<file path="src/design/rst_seq_pkg.sv">
// constants and types shared by the reset and warm-up sequencer
// ********************************************************************
// ********************************************************************
package rst_seq_pkg;

  // ******************************************************************
  // register map
  // ******************************************************************
  localparam logic [7:0]  STATUS_OFFSET   = 8'h00;
  localparam logic [7:0]  CTRL_OFFSET     = 8'h04;
  localparam logic [7:0]  TRIM_OFFSET     = 8'h08;
  localparam logic [7:0]  PCVAL_OFFSET    = 8'h0C;
  localparam int          CTRL_SOFT_BIT   = 0;
  localparam int          CTRL_LFOSC_BIT  = 1;
  localparam int          CTRL_VDET_BIT   = 2;
  localparam logic [2:0]  CTRL_RESET      = 3'h0;

  // ******************************************************************
  // cpu reset values
  // ******************************************************************
  localparam logic [15:0] PC_MCU_MODE     = 16'hFFFE;
  localparam logic [15:0] PC_PROM_MODE    = 16'h1FFE;
  localparam logic [7:0]  SP_RESET        = 8'hFF;

  // ******************************************************************
  // warm-up and trimming
  // ******************************************************************
  localparam int          WARMUP_CYCLES   = 1024;
  localparam int          WARMUP_W        = 16;
  localparam logic [3:0]  TRIM_ADDR_DATA  = 4'h0;
  localparam logic [3:0]  TRIM_ADDR_CHECK = 4'h1;
  localparam logic [7:0]  TRIM_RESET      = 8'h00;

  typedef enum logic [1:0] {
    ST_RESET,
    ST_WARMUP,
    ST_RUN
  } seq_state_t;

endpackage : rst_seq_pkg

</file>
<file path="src/design/seq_if.sv">
// carrier between the sequencer and its counter and trimming loader
`timescale 1ns/1ps
`default_nettype none
interface seq_if;
  logic                           run;
  logic                           expired;
  logic                           load_done;
  logic                           trim_bad;
  logic [7:0]                     trim_word;
  logic                           nvm_rd_en;
  logic [3:0]                     nvm_addr;
  logic [7:0]                     nvm_rdata;

  modport main_mp (output run, output nvm_rdata, input expired,
                   input load_done, input trim_bad, input trim_word,
                   input nvm_rd_en, input nvm_addr);
  modport ctr_mp  (input run, output expired);
  modport ldr_mp  (input run, input nvm_rdata, output load_done,
                   output trim_bad, output trim_word, output nvm_rd_en,
                   output nvm_addr);
endinterface : seq_if
`default_nettype wire

</file>
<file path="src/design/reset_warmup_sequencer.sv">
// reset and warm-up sequencer top with apb register slave
//
// The APB register port and the register addresses were decided locally.
`timescale 1ns/1ps
`default_nettype none
module reset_warmup_sequencer #(
  parameter int WARMUP_COUNT = rst_seq_pkg::WARMUP_CYCLES
) (
  input  wire logic        pclk,
  input  wire logic        presetn,
  // apb slave
  input  wire logic        psel,
  input  wire logic        penable,
  input  wire logic        pwrite,
  input  wire logic [7:0]  paddr,
  input  wire logic [31:0] pwdata,
  output logic [31:0]      prdata,
  output logic             pready,
  output logic             pslverr,
  // reset sources and the mode strap
  input  wire logic        por_reset,
  input  wire logic        ext_reset_n,
  input  wire logic [5:0]  internal_reset_req,
  input  wire logic        serial_prom_mode,
  // nvm for trimming data
  output logic             nvm_rd_en,
  output logic [3:0]       nvm_addr,
  input  wire logic [7:0]  nvm_rdata,
  // controls towards cpu and peripherals
  output logic             cpu_reset_n,
  output logic             periph_reset_n,
  output logic             io_hiz,
  output logic             warmup_done,
  output logic [15:0]      pc_reset_value,
  output logic [7:0]       stack_pointer_init,
  output logic             register_bank_select,
  output logic             interrupt_master_enable,
  output logic             interrupt_clear,
  output logic             hf_osc_en,
  output logic             lf_osc_en,
  output logic             prescaler_clear,
  output logic             wdt_enable,
  output logic             vdet_enable,
  output logic [7:0]       trim_data,
  output logic             trim_abnormal
);
  import rst_seq_pkg::*;

  // ******************************************************************
  // reset collection
  // ******************************************************************
  seq_state_t  state_reg;
  seq_state_t  state_next;
  logic        soft_reset_reg;
  logic        lf_osc_reg;
  logic        vdet_reg;
  logic        prom_mode_reg;
  logic        hard_reset;
  logic        any_reset;
  logic        release_now;

  seq_if sif ();

  assign hard_reset  = por_reset | ~ext_reset_n;
  // every source lands on the same controller and the same sequence
  assign any_reset   = hard_reset | (|internal_reset_req)
                     | soft_reset_reg;
  assign release_now = (state_reg == ST_WARMUP) && !any_reset
                     && sif.expired && sif.load_done;

  // ******************************************************************
  // sub-blocks
  // ******************************************************************
  warmup_counter #(
    .WARMUP_COUNT (WARMUP_COUNT)
  ) u_counter (
    .pclk    (pclk),
    .presetn (presetn),
    .sif     (sif.ctr_mp)
  );

  trim_loader u_loader (
    .pclk    (pclk),
    .presetn (presetn),
    .sif     (sif.ldr_mp)
  );

  assign sif.run       = (state_reg == ST_WARMUP) && !any_reset;
  assign sif.nvm_rdata = nvm_rdata;
  assign nvm_rd_en     = sif.nvm_rd_en;
  assign nvm_addr      = sif.nvm_addr;
  assign trim_data     = sif.trim_word;
  assign trim_abnormal = sif.trim_bad;

  // ******************************************************************
  // sequencer state
  // ******************************************************************
  always_comb begin
    state_next = state_reg;
    case (state_reg)
      ST_RESET: begin
        if (!any_reset) begin
          state_next = ST_WARMUP;
        end
      end
      ST_WARMUP: begin
        if (any_reset) begin
          state_next = ST_RESET;
        end else if (release_now) begin
          state_next = ST_RUN;
        end
      end
      ST_RUN: begin
        if (any_reset) begin
          state_next = ST_RESET;
        end
      end
      default: begin
        state_next = ST_RESET;
      end
    endcase
  end

  always_ff @(posedge pclk or negedge presetn) begin
    if (!presetn) begin
      state_reg <= ST_RESET;
    end else begin
      state_reg <= state_next;
    end
  end

  // the mode strap is only taken while the cpu is held
  always_ff @(posedge pclk or negedge presetn) begin
    if (!presetn) begin
      prom_mode_reg <= 1'b0;
    end else if (state_reg == ST_RESET) begin
      prom_mode_reg <= serial_prom_mode;
    end
  end

  // ******************************************************************
  // cpu and peripheral controls
  // ******************************************************************
  always_ff @(posedge pclk or negedge presetn) begin
    if (!presetn) begin
      cpu_reset_n    <= 1'b0;
      periph_reset_n <= 1'b0;
      io_hiz         <= 1'b1;
      warmup_done    <= 1'b0;
      wdt_enable     <= 1'b0;
    end else begin
      cpu_reset_n    <= (state_next == ST_RUN);
      periph_reset_n <= (state_next == ST_RUN);
      io_hiz         <= (state_next != ST_RUN);
      warmup_done    <= release_now;
      wdt_enable     <= (state_next == ST_RUN);
    end
  end

  // cpu-side forced values; ram, general registers and flags get none
  always_ff @(posedge pclk or negedge presetn) begin
    if (!presetn) begin
      pc_reset_value          <= PC_MCU_MODE;
      stack_pointer_init      <= SP_RESET;
      register_bank_select    <= 1'b0;
      interrupt_master_enable <= 1'b0;
      interrupt_clear         <= 1'b1;
    end else begin
      pc_reset_value          <= prom_mode_reg ? PC_PROM_MODE
                                               : PC_MCU_MODE;
      stack_pointer_init      <= SP_RESET;
      register_bank_select    <= 1'b0;
      interrupt_master_enable <= 1'b0;
      // high on the release edge too, so no latch survives into run
      interrupt_clear         <= (state_next != ST_RUN)
                                 || (state_reg != ST_RUN);
    end
  end

  // ******************************************************************
  // clock and detector controls
  // ******************************************************************
  always_ff @(posedge pclk or negedge presetn) begin
    if (!presetn) begin
      hf_osc_en       <= 1'b1;
      lf_osc_en       <= 1'b0;
      prescaler_clear <= 1'b1;
      vdet_enable     <= 1'b0;
    end else begin
      hf_osc_en       <= 1'b1;
      // on a cycle after release, off on the same edge as the cpu hold
      lf_osc_en       <= lf_osc_reg && (state_reg == ST_RUN)
                         && (state_next == ST_RUN);
      prescaler_clear <= (state_next != ST_RUN);
      vdet_enable     <= vdet_reg;
    end
  end

  // ******************************************************************
  // apb slave
  // ******************************************************************
  logic        acc_phase;
  logic        wr_take;
  logic        addr_ok;
  logic [31:0] rd_mux;

  assign acc_phase = psel && penable && !pready;
  assign wr_take   = psel && penable && pready && pwrite;
  assign addr_ok   = (paddr == STATUS_OFFSET) || (paddr == CTRL_OFFSET)
                   || (paddr == TRIM_OFFSET) || (paddr == PCVAL_OFFSET);

  always_comb begin
    case (paddr)
      STATUS_OFFSET: rd_mux = {26'h0, prom_mode_reg, sif.trim_bad,
                               sif.load_done, state_reg == ST_RUN,
                               state_reg == ST_WARMUP,
                               state_reg == ST_RESET};
      CTRL_OFFSET:   rd_mux = {29'h0, vdet_reg, lf_osc_reg,
                               soft_reset_reg};
      TRIM_OFFSET:   rd_mux = {24'h0, sif.trim_word};
      PCVAL_OFFSET:  rd_mux = {16'h0, pc_reset_value};
      default:       rd_mux = 32'h0000_0000;
    endcase
  end

  // one wait state: pready rises in the cycle after penable
  always_ff @(posedge pclk or negedge presetn) begin
    if (!presetn) begin
      pready  <= 1'b0;
      pslverr <= 1'b0;
      prdata  <= 32'h0000_0000;
    end else begin
      pready  <= acc_phase;
      pslverr <= acc_phase && !addr_ok;
      prdata  <= (acc_phase && !pwrite) ? rd_mux : 32'h0000_0000;
    end
  end

  // control bits: a sequencer reset beats a software write
  always_ff @(posedge pclk or negedge presetn) begin
    if (!presetn) begin
      soft_reset_reg <= CTRL_RESET[CTRL_SOFT_BIT];
      lf_osc_reg     <= CTRL_RESET[CTRL_LFOSC_BIT];
    end else if (state_reg == ST_RESET) begin
      soft_reset_reg <= 1'b0;
      lf_osc_reg     <= 1'b0;
    end else if (wr_take && paddr == CTRL_OFFSET) begin
      soft_reset_reg <= pwdata[CTRL_SOFT_BIT];
      lf_osc_reg     <= pwdata[CTRL_LFOSC_BIT];
    end
  end

  // internal resets leave the detector setting as it was
  always_ff @(posedge pclk or negedge presetn) begin
    if (!presetn) begin
      vdet_reg <= CTRL_RESET[CTRL_VDET_BIT];
    end else if (hard_reset) begin
      vdet_reg <= 1'b0;
    end else if (wr_take && paddr == CTRL_OFFSET) begin
      vdet_reg <= pwdata[CTRL_VDET_BIT];
    end
  end

endmodule : reset_warmup_sequencer
`default_nettype wire

</file>
<file path="src/design/warmup_counter.sv">
// warm-up counter: counts clock cycles while run is high, then holds
`timescale 1ns/1ps
`default_nettype none
module warmup_counter #(
  parameter int WARMUP_COUNT = rst_seq_pkg::WARMUP_CYCLES
) (
  input  wire logic pclk,
  input  wire logic presetn,
  seq_if.ctr_mp     sif
);
  import rst_seq_pkg::*;

  localparam logic [WARMUP_W-1:0] LAST = WARMUP_W'(WARMUP_COUNT - 1);

  logic [WARMUP_W-1:0] count_reg;

  // cleared whenever run drops, so a new reset restarts from zero
  always_ff @(posedge pclk or negedge presetn) begin
    if (!presetn) begin
      count_reg <= '0;
    end else if (!sif.run) begin
      count_reg <= '0;
    end else if (count_reg != LAST) begin
      count_reg <= count_reg + 1'b1;
    end
  end

  always_ff @(posedge pclk or negedge presetn) begin
    if (!presetn) begin
      sif.expired <= 1'b0;
    end else begin
      sif.expired <= sif.run && (count_reg == LAST);
    end
  end

endmodule : warmup_counter
`default_nettype wire

</file>
<file path="src/design/trim_loader.sv">
// trimming loader: reads a data byte and its complement from nvm
`timescale 1ns/1ps
`default_nettype none
module trim_loader (
  input  wire logic pclk,
  input  wire logic presetn,
  seq_if.ldr_mp     sif
);
  import rst_seq_pkg::*;

  logic [1:0] step_reg;

  // nvm answers in the cycle the read strobe stands
  always_ff @(posedge pclk or negedge presetn) begin
    if (!presetn) begin
      step_reg      <= 2'h0;
      sif.nvm_rd_en <= 1'b0;
      sif.nvm_addr  <= TRIM_ADDR_DATA;
      sif.load_done <= 1'b0;
      sif.trim_bad  <= 1'b0;
      sif.trim_word <= TRIM_RESET;
    end else if (!sif.run) begin
      step_reg      <= 2'h0;
      sif.nvm_rd_en <= 1'b0;
      sif.load_done <= 1'b0;
    end else begin
      case (step_reg)
        2'h0: begin
          sif.nvm_rd_en <= 1'b1;
          sif.nvm_addr  <= TRIM_ADDR_DATA;
          step_reg      <= 2'h1;
        end
        2'h1: begin
          sif.trim_word <= sif.nvm_rdata;
          sif.nvm_addr  <= TRIM_ADDR_CHECK;
          step_reg      <= 2'h2;
        end
        2'h2: begin
          sif.nvm_rd_en <= 1'b0;
          // the check byte must be the complement of the data byte
          sif.trim_bad  <= (sif.nvm_rdata != ~sif.trim_word);
          sif.load_done <= 1'b1;
          step_reg      <= 2'h3;
        end
        default: begin
          step_reg <= 2'h3;
        end
      endcase
    end
  end

endmodule : trim_loader
`default_nettype wire

</file>
<file path="config.mk">
export PLATFORM = sky130hd
export DESIGN_NAME = reset_warmup_sequencer
export DESIGN_NICKNAME = d
export VERILOG_FILES = /design/src/design/rst_seq_pkg.sv /design/src/design/seq_if.sv /design/src/design/reset_warmup_sequencer.sv /design/src/design/warmup_counter.sv /design/src/design/trim_loader.sv
export SDC_FILE = /design/constraint.sdc
export NUM_CORES = 1
export LEC_CHECK = 0
export BUFFER_PORTS_ARGS = -buffer_cell sky130_fd_sc_hd__buf_2
export CORE_MARGIN = 2
export CORE_UTILIZATION = 45
export CTS_BUF_LIST = sky130_fd_sc_hd__clkbuf_2 sky130_fd_sc_hd__clkbuf_4 sky130_fd_sc_hd__clkbuf_8
export DETAILED_ROUTE_END_ITERATION = 16
export GPL_TIMING_DRIVEN = 0
export HOLD_SLACK_MARGIN = 0.15
export PLACE_DENSITY = 0.85
export SETUP_SLACK_MARGIN = 0.05
export SKIP_LAST_GASP = 1
export SLEW_MARGIN = 20
export SYNTH_ARGS = -nofsm -noshare
export SYNTH_HDL_FRONTEND = slang
export SYNTH_HIERARCHICAL = 1
export SYNTH_SLANG_ARGS = --single-unit
</file>
<file path="constraint.sdc">
create_clock -name pclk -period 4.95 [get_ports pclk]
set_input_delay 0.7425 -clock pclk [delete_from_list [all_inputs] [get_ports pclk]]
set_output_delay 0.7425 -clock pclk [all_outputs]
set_load 0.05 [all_outputs]
</file>
## Word-level counts from Yosys, hierarchy flattened

Cells that the tools add are included.

| word-level totals | value |
|---|---|
| logic and storage cells | 99 |
| input port bits | 62 |
| output and inout bits | 84 |
| register bits | 96 |

| cells by class | value |
|---|---|
| bitwise operators | 5 |
| add/subtract/negate cells | 1 |
| equality and inequality tests | 16 |
| reductions and logical operators | 31 |
| multiplexer cells | 23 |

Operators by type and width:

| kind | count |
|---|---|
| $pmux W16 S4 | 1 |
| $mux W16 | 3 |
| $mux W32 | 1 |
| $add A16 B1 Y16 const B | 1 |
| $eq A16 B10 Y1 const B | 1 |
| $eq A8 B4 Y1 const B | 2 |
| $ne A16 B10 Y1 const B | 1 |
| $logic_and A1 B1 Y1 | 13 |
| $mux W2 | 5 |
| $mux W1 | 9 |
| $eq A8 B3 Y1 const B | 1 |
| $logic_not A8 Y1 | 1 |
| $ne A8 B8 Y1 | 1 |
| $not A8 Y8 | 1 |
| $pmux W4 S2 | 1 |
| $eq A2 B2 Y1 const B | 3 |
| $ne A2 B2 Y1 const B | 3 |
| $pmux W2 S3 | 1 |
| $reduce_and A2 Y1 | 3 |
| $reduce_bool A2 Y1 | 3 |
| $reduce_or A6 Y1 | 1 |
| $eq A2 B1 Y1 const B | 2 |
| $logic_not A1 Y1 | 4 |
| $logic_not A2 Y1 | 2 |
| 7 further kinds | 12 |

## Logic depth before layout (Yosys ltp)

| logic depth | value |
|---|---|
| depth after elaboration | 13 |
| mapped depth | 6 |
| depth with buffers taken out | 6 |

## Modules after synthesis

The synthesis kept the hierarchy.

Modules (own cells, without submodules):

| module | seq. area each (µm²) | area an instance (µm²) | cells each | times used |
|---|---|---|---|---|
| reset_warmup_sequencer | 629.4 | 1,463.9 | 145 | 1 |
| warmup_counter | 425.4 | 922.1 | 89 | 1 |
| trim_loader | 350.3 | 636.9 | 52 | 1 |

## Least setup slack after synthesis

OpenSTA, ideal clock, no wires.

| path | value |
|---|---|
| kind | in2reg |
| start | input port internal_reset_req[5] |
| end | register u_counter.count_reg[12] |
| data arrival time | 2.210 ns |
| library setup time | 0.080 ns |
| path slack | 2.660 ns |
| stages on the path | 6 |
| data required time | 4.870 ns |
| buffers on the path | 1 |
| cell sequence | nor4_1 -> nand3_1 -> nor2_1 -> clkbuf_1 -> clkinv_1 -> a21oi_1 |

| between the ends | value |
|---|---|
| cells in the longest elaborated chain, start to end | 6 |
| elaborated cells between the ends (all ways) | 7 |
| classes of those cells | 1 x eq/ne; 1 x mux; 2 x bitwise; 3 x reduce/logical |

Ends and longest elaborated chain:

| what | line | text |
|---|---|---|
| start, declared | reset_warmup_sequencer.sv:23 | `input wire logic [5:0] internal_reset_req,` |
| $reduce_or A6 Y1 (*) | reset_warmup_sequencer.sv:66 | `assign any_reset = hard_reset \| (\|internal_reset_req)` |
| $or A1 B1 Y1 (*) | reset_warmup_sequencer.sv:66 |  |
| $or A1 B1 Y1 (*) | reset_warmup_sequencer.sv:67 | `\| soft_reset_reg;` |
| $logic_not A1 Y1 (*) | -- |  |
| $logic_and A1 B1 Y1 (*) | reset_warmup_sequencer.sv:88 | `assign sif.run = (state_reg == ST_WARMUP) && !any_reset;` |
| net sif.run | seq_if.sv:5 | `logic run;` |
| $ne A2 B2 Y1 (no source line) / $mux W16 (equally long branches) | -- |  |
| end signal, assigned | warmup_counter.sv:24 | `count_reg <= count_reg + 1'b1;` |
| end, declared | warmup_counter.sv:15 | `logic [WARMUP_W-1:0] count_reg;` |

The timed path passes the listed nets; every way through them passes the cells marked *.
A chain may end at the register's enable or synchronous reset.

## Worst setup path in the final report

| path | value |
|---|---|
| start | input port internal_reset_req[5] |
| end | register u_counter.count_reg[5] |

The elaborated chain is that of the path after synthesis.

==> summary.md <==
| Metric | Value |
|---|---|
| RD Place Congestion | `0.827` |
| Post-detailed-route count of antenna-violating nets | `0` |
| Layout cells sized above 1 | `0.393` |
| Skew-Pair Late Insertion Delay | `0.31 ns` |
| Mapped Avg Cell Area | `10.6 um^2` |
| Top FF cell, synth | `dfrtp_1` |
| First-pass GRT wire length | `10.0 mm` |
| Met3 global-route usage | `0.0318` |
| Global-route met2 utilization | `0.278` |
| Critical Path Start | `internal_reset_req[5]` |
| Post-Place Cells | `around 480` |
| Critical path fanouts, max | `10` |
| Min Tclk post-route | `2.66 ns` |
| Post-synthesis sequential area ratio | `0.465` |
| Gr usage total | `0.168` |
| Drt first-iter violations | `182` |
| Setup Fix Bufs, Post-CTS | `0` |
| Critical Path RT | `5.18 ns` |
| Post-synth top area share | `0.439` |
| Placed inst area | `3640 um^2` |
| EDFF count, synth | `0` |
| DRT Wirelength | `just over 6 mm` |
| Flop-to-flop setup slack | `2.56 ns` |
| Power Dens Cells | `233 nW/um^2` |
| Clk sink count | `56` |
| Vias per inst | `4.89` |
| Worst r2r src | `soft_reset_reg` |
| CP top delay family | `simple AND/OR/NAND/NOR gates` |
| Vias after detailed routing | `approximately 2400` |
| DP Wirelength | `4.78 mm` |
| Fmax | `376 MHz` |
| Async S/R FF share, synth | `1.00` |
| # DRC | `0` |
| Core area | `6420 um^2` |
| Cell Area, Synth | `3020 um^2` |
| Grt peak-use layer | `met2` |
| Diodes inserted | `0` |
| Setup violators final | `0` |
| Lkg Pwr | `1.96 nW` |
| Final instance area | `roughly 3700 um^2` |
| Wire per inst | `12.9 um` |
| PnR Total Power | `0.867 mW` |
| Non-Filler Instances | `484` |
| Reg2reg end | `u_counter/count_reg[5]` |
| VDD IR max | `0.135 mV` |
| Flops & latches, synth | `56` |
| Area Growth Syn to Fin | `23.4%` |
| Die height | `86.0 um` |
| Synth unique cells | `between 40 and 50` |
| Top post-synthesis cells by area | `dfrtp_1 44%, buf_4 13%, xnor2_1 3.5%` |
| CTS Buf Count | `5` |
| Number of synthesis warnings | `6` |
| Syn Inst Count | `286` |
| Hold Path Class | `reg2reg` |
| Largest net degree at the start of global routing | `57` |
| Reg clk slew, reported paths | `0.10 ns` |
| Pin slew with the least headroom to its limit | `~0.7 ns` |
| Crit end category | `register` |
| Tcrit/Tclk final | `0.537` |
| Reg2Reg Depth | `6` |
| Setup Skew | `0.00935 ns` |
| Setup TNS | `0 ns` |
| WHS Endpoint | `pc_reset_value[14]` |
| CP bufs+invs | `3` |
| Worst setup SP type | `primary input` |
| DIE AREA | `7390 um^2` |
| Met1 Track Usage GR | `0.220` |
| Die Wd | `between 80 and 90 um` |
| Total grt overflow | `0` |
| NumNets Final | `469` |
| Vias in the first global route | `2170` |
| CP Cell Sequence | `buf_2 -> nor4_1 -> nand3_1 -> nor2_1 -> clkbuf_1 -> clkinv_1 -> a21oi_1` |
| DR pass1 iterations | `4` |
| Worst hold stages | `1` |
| Initial antenna violation count | `0` |
| Worst Hold Launch | `prom_mode_reg` |
| Hold Vio Cnt, Final | `0` |
| CTS tree | `done` |
| PostCTS Resize Cnt | `0` |
| Critical path's largest stage delay | `between 0.4 and 0.5 ns` |
| Total of max-cap violations | `0` |
| Worst EP arrival | `2.88 ns` |
| CTS Root Cell | `clkbuf_8` |
| Ports | `146` |
| Slew Limit Fails | `0` |
| # rows | `29` |
| Status | `finished, final reports clean` |
| Relative slew slack | `0.541` |
| Max reg flops | `16` |
| Starting Density | `0.471` |
| Clock Tree Buf Depth | `2` |
| RSZ-0062 raised after global routing | `no` |
| H-tree levels | `2` |
| I/O Buffers | `73` |
| Yosys top cell by area | `dfrtp_1` |
| Cts hold-fix bufs | `0` |
| Final Util | `0.581` |
| Worst path slowest cell | `nor2_1` |
| CP Class | `in2reg` |
[metrics by stage]
stage,setup WS (ns),hold slack (ns)
floorplan,2.66,0.362
CTS,2.28,0.399
finish,2.29,0.401
global placement,2.06,0.381
detailed placement,1.95,0.381
global route,1.97,0.432
[routing by layer]
metal | routed length (um) | vias up
met5 | 0 | -
met4 | 86 | 0
li1 | - | 1148
met1 | 2490 | 1107
met2 | 3120 | 103
met3 | 534 | 8
[Yosys cell counts, drive strengths merged (3+ instances only)]
cell type and count:
clkbuf 3, o21a 5, dfrtp 53, nand4 5
a31oi 3, inv 7, nor3 3, nand2 18
nand2b 6, a21oi 8, nor2 17, dfstp 3
mux2i 8, o21ai 12, and3 8, mux2 9
nor4 7, nor2b 4, buf 54, and4 4
nand3 6, xnor2 12, conb 3
[worst max path at each step]
stage                                         end  slack, ns  cells after the start
after CTS                  u_counter/count_reg[5]       2.28                      7
after detailed placement   u_counter/count_reg[5]       1.95                      7
after global placement     u_counter/count_reg[5]       2.06                      7
after global routing      u_counter/count_reg[14]       1.97                      7
after floorplan           u_counter/count_reg[12]       2.66                      6
final                      u_counter/count_reg[5]       2.29                      7
[cell type report]
class                      instances  area (um^2)
sequential                        56         1410
clock buffer                       7         83.8
multi-input combinational        205         1320
tap                               77         96.3
fill                             544         2690
timing repair buffer              73          368
buffer                            57          417
inverter                           8         30.0
clock inverter                     1         8.76
[cell families (layout without fill, tap and decap cells)]
family | count (synthesis) | after routing | share of synthesized area
simple gates | 90 | 90 | 0.190
mux | 17 | 17 | 0.0600
compound gates | 42 | 42 | 0.0944
buf+inv | 65 | 146 | 0.148
fa+ha+maj | 1 | 1 | 0.00414
other cells | 3 | 43 | 0.00372
flops | 56 | 56 | 0.465
xor+xnor | 12 | 12 | 0.0348
[cell usage in the layout, fill, tap and decap left out, types with 2 or more instances in the layout]
| master | n |
|---|---|
| nor2_1 | 17 |
| o221a_2 | 2 |
| dfrtp_1 | 53 |
| or3_1 | 2 |
| clkbuf_1 | 3 |
| o21ai_0 | 11 |
| inv_1 | 7 |
| conb_1 | 43 |
| dfstp_2 | 3 |
| o211a_1 | 2 |
| buf_2 | 72 |
| a31oi_1 | 3 |
| and3_1 | 8 |
| nor2b_1 | 4 |
| or4_4 | 2 |
| xnor2_1 | 12 |
| mux2i_1 | 8 |
| clkbuf_8 | 5 |
| clkbuf_4 | 2 |
| nor3_1 | 3 |
| nor4_1 | 4 |
| o31a_1 | 2 |
| nand3_1 | 5 |
| and2_1 | 2 |
| o21a_1 | 5 |
| o22ai_1 | 2 |
| nand4_1 | 4 |
| mux2_2 | 9 |
| nand2b_1 | 6 |
| and4_1 | 4 |
| nor4_4 | 3 |
| a31o_1 | 2 |
| a21oi_1 | 8 |
| buf_4 | 55 |
| nand3b_1 | 2 |
| nand2_1 | 18 |
[report_power, final]
group	switching [mW]	internal, mW
clock	0.143	0.112
sequential	0.00115	0.459
combinational	0.109	0.0420
No activity file was read; power rests on OpenSTA's default activity.
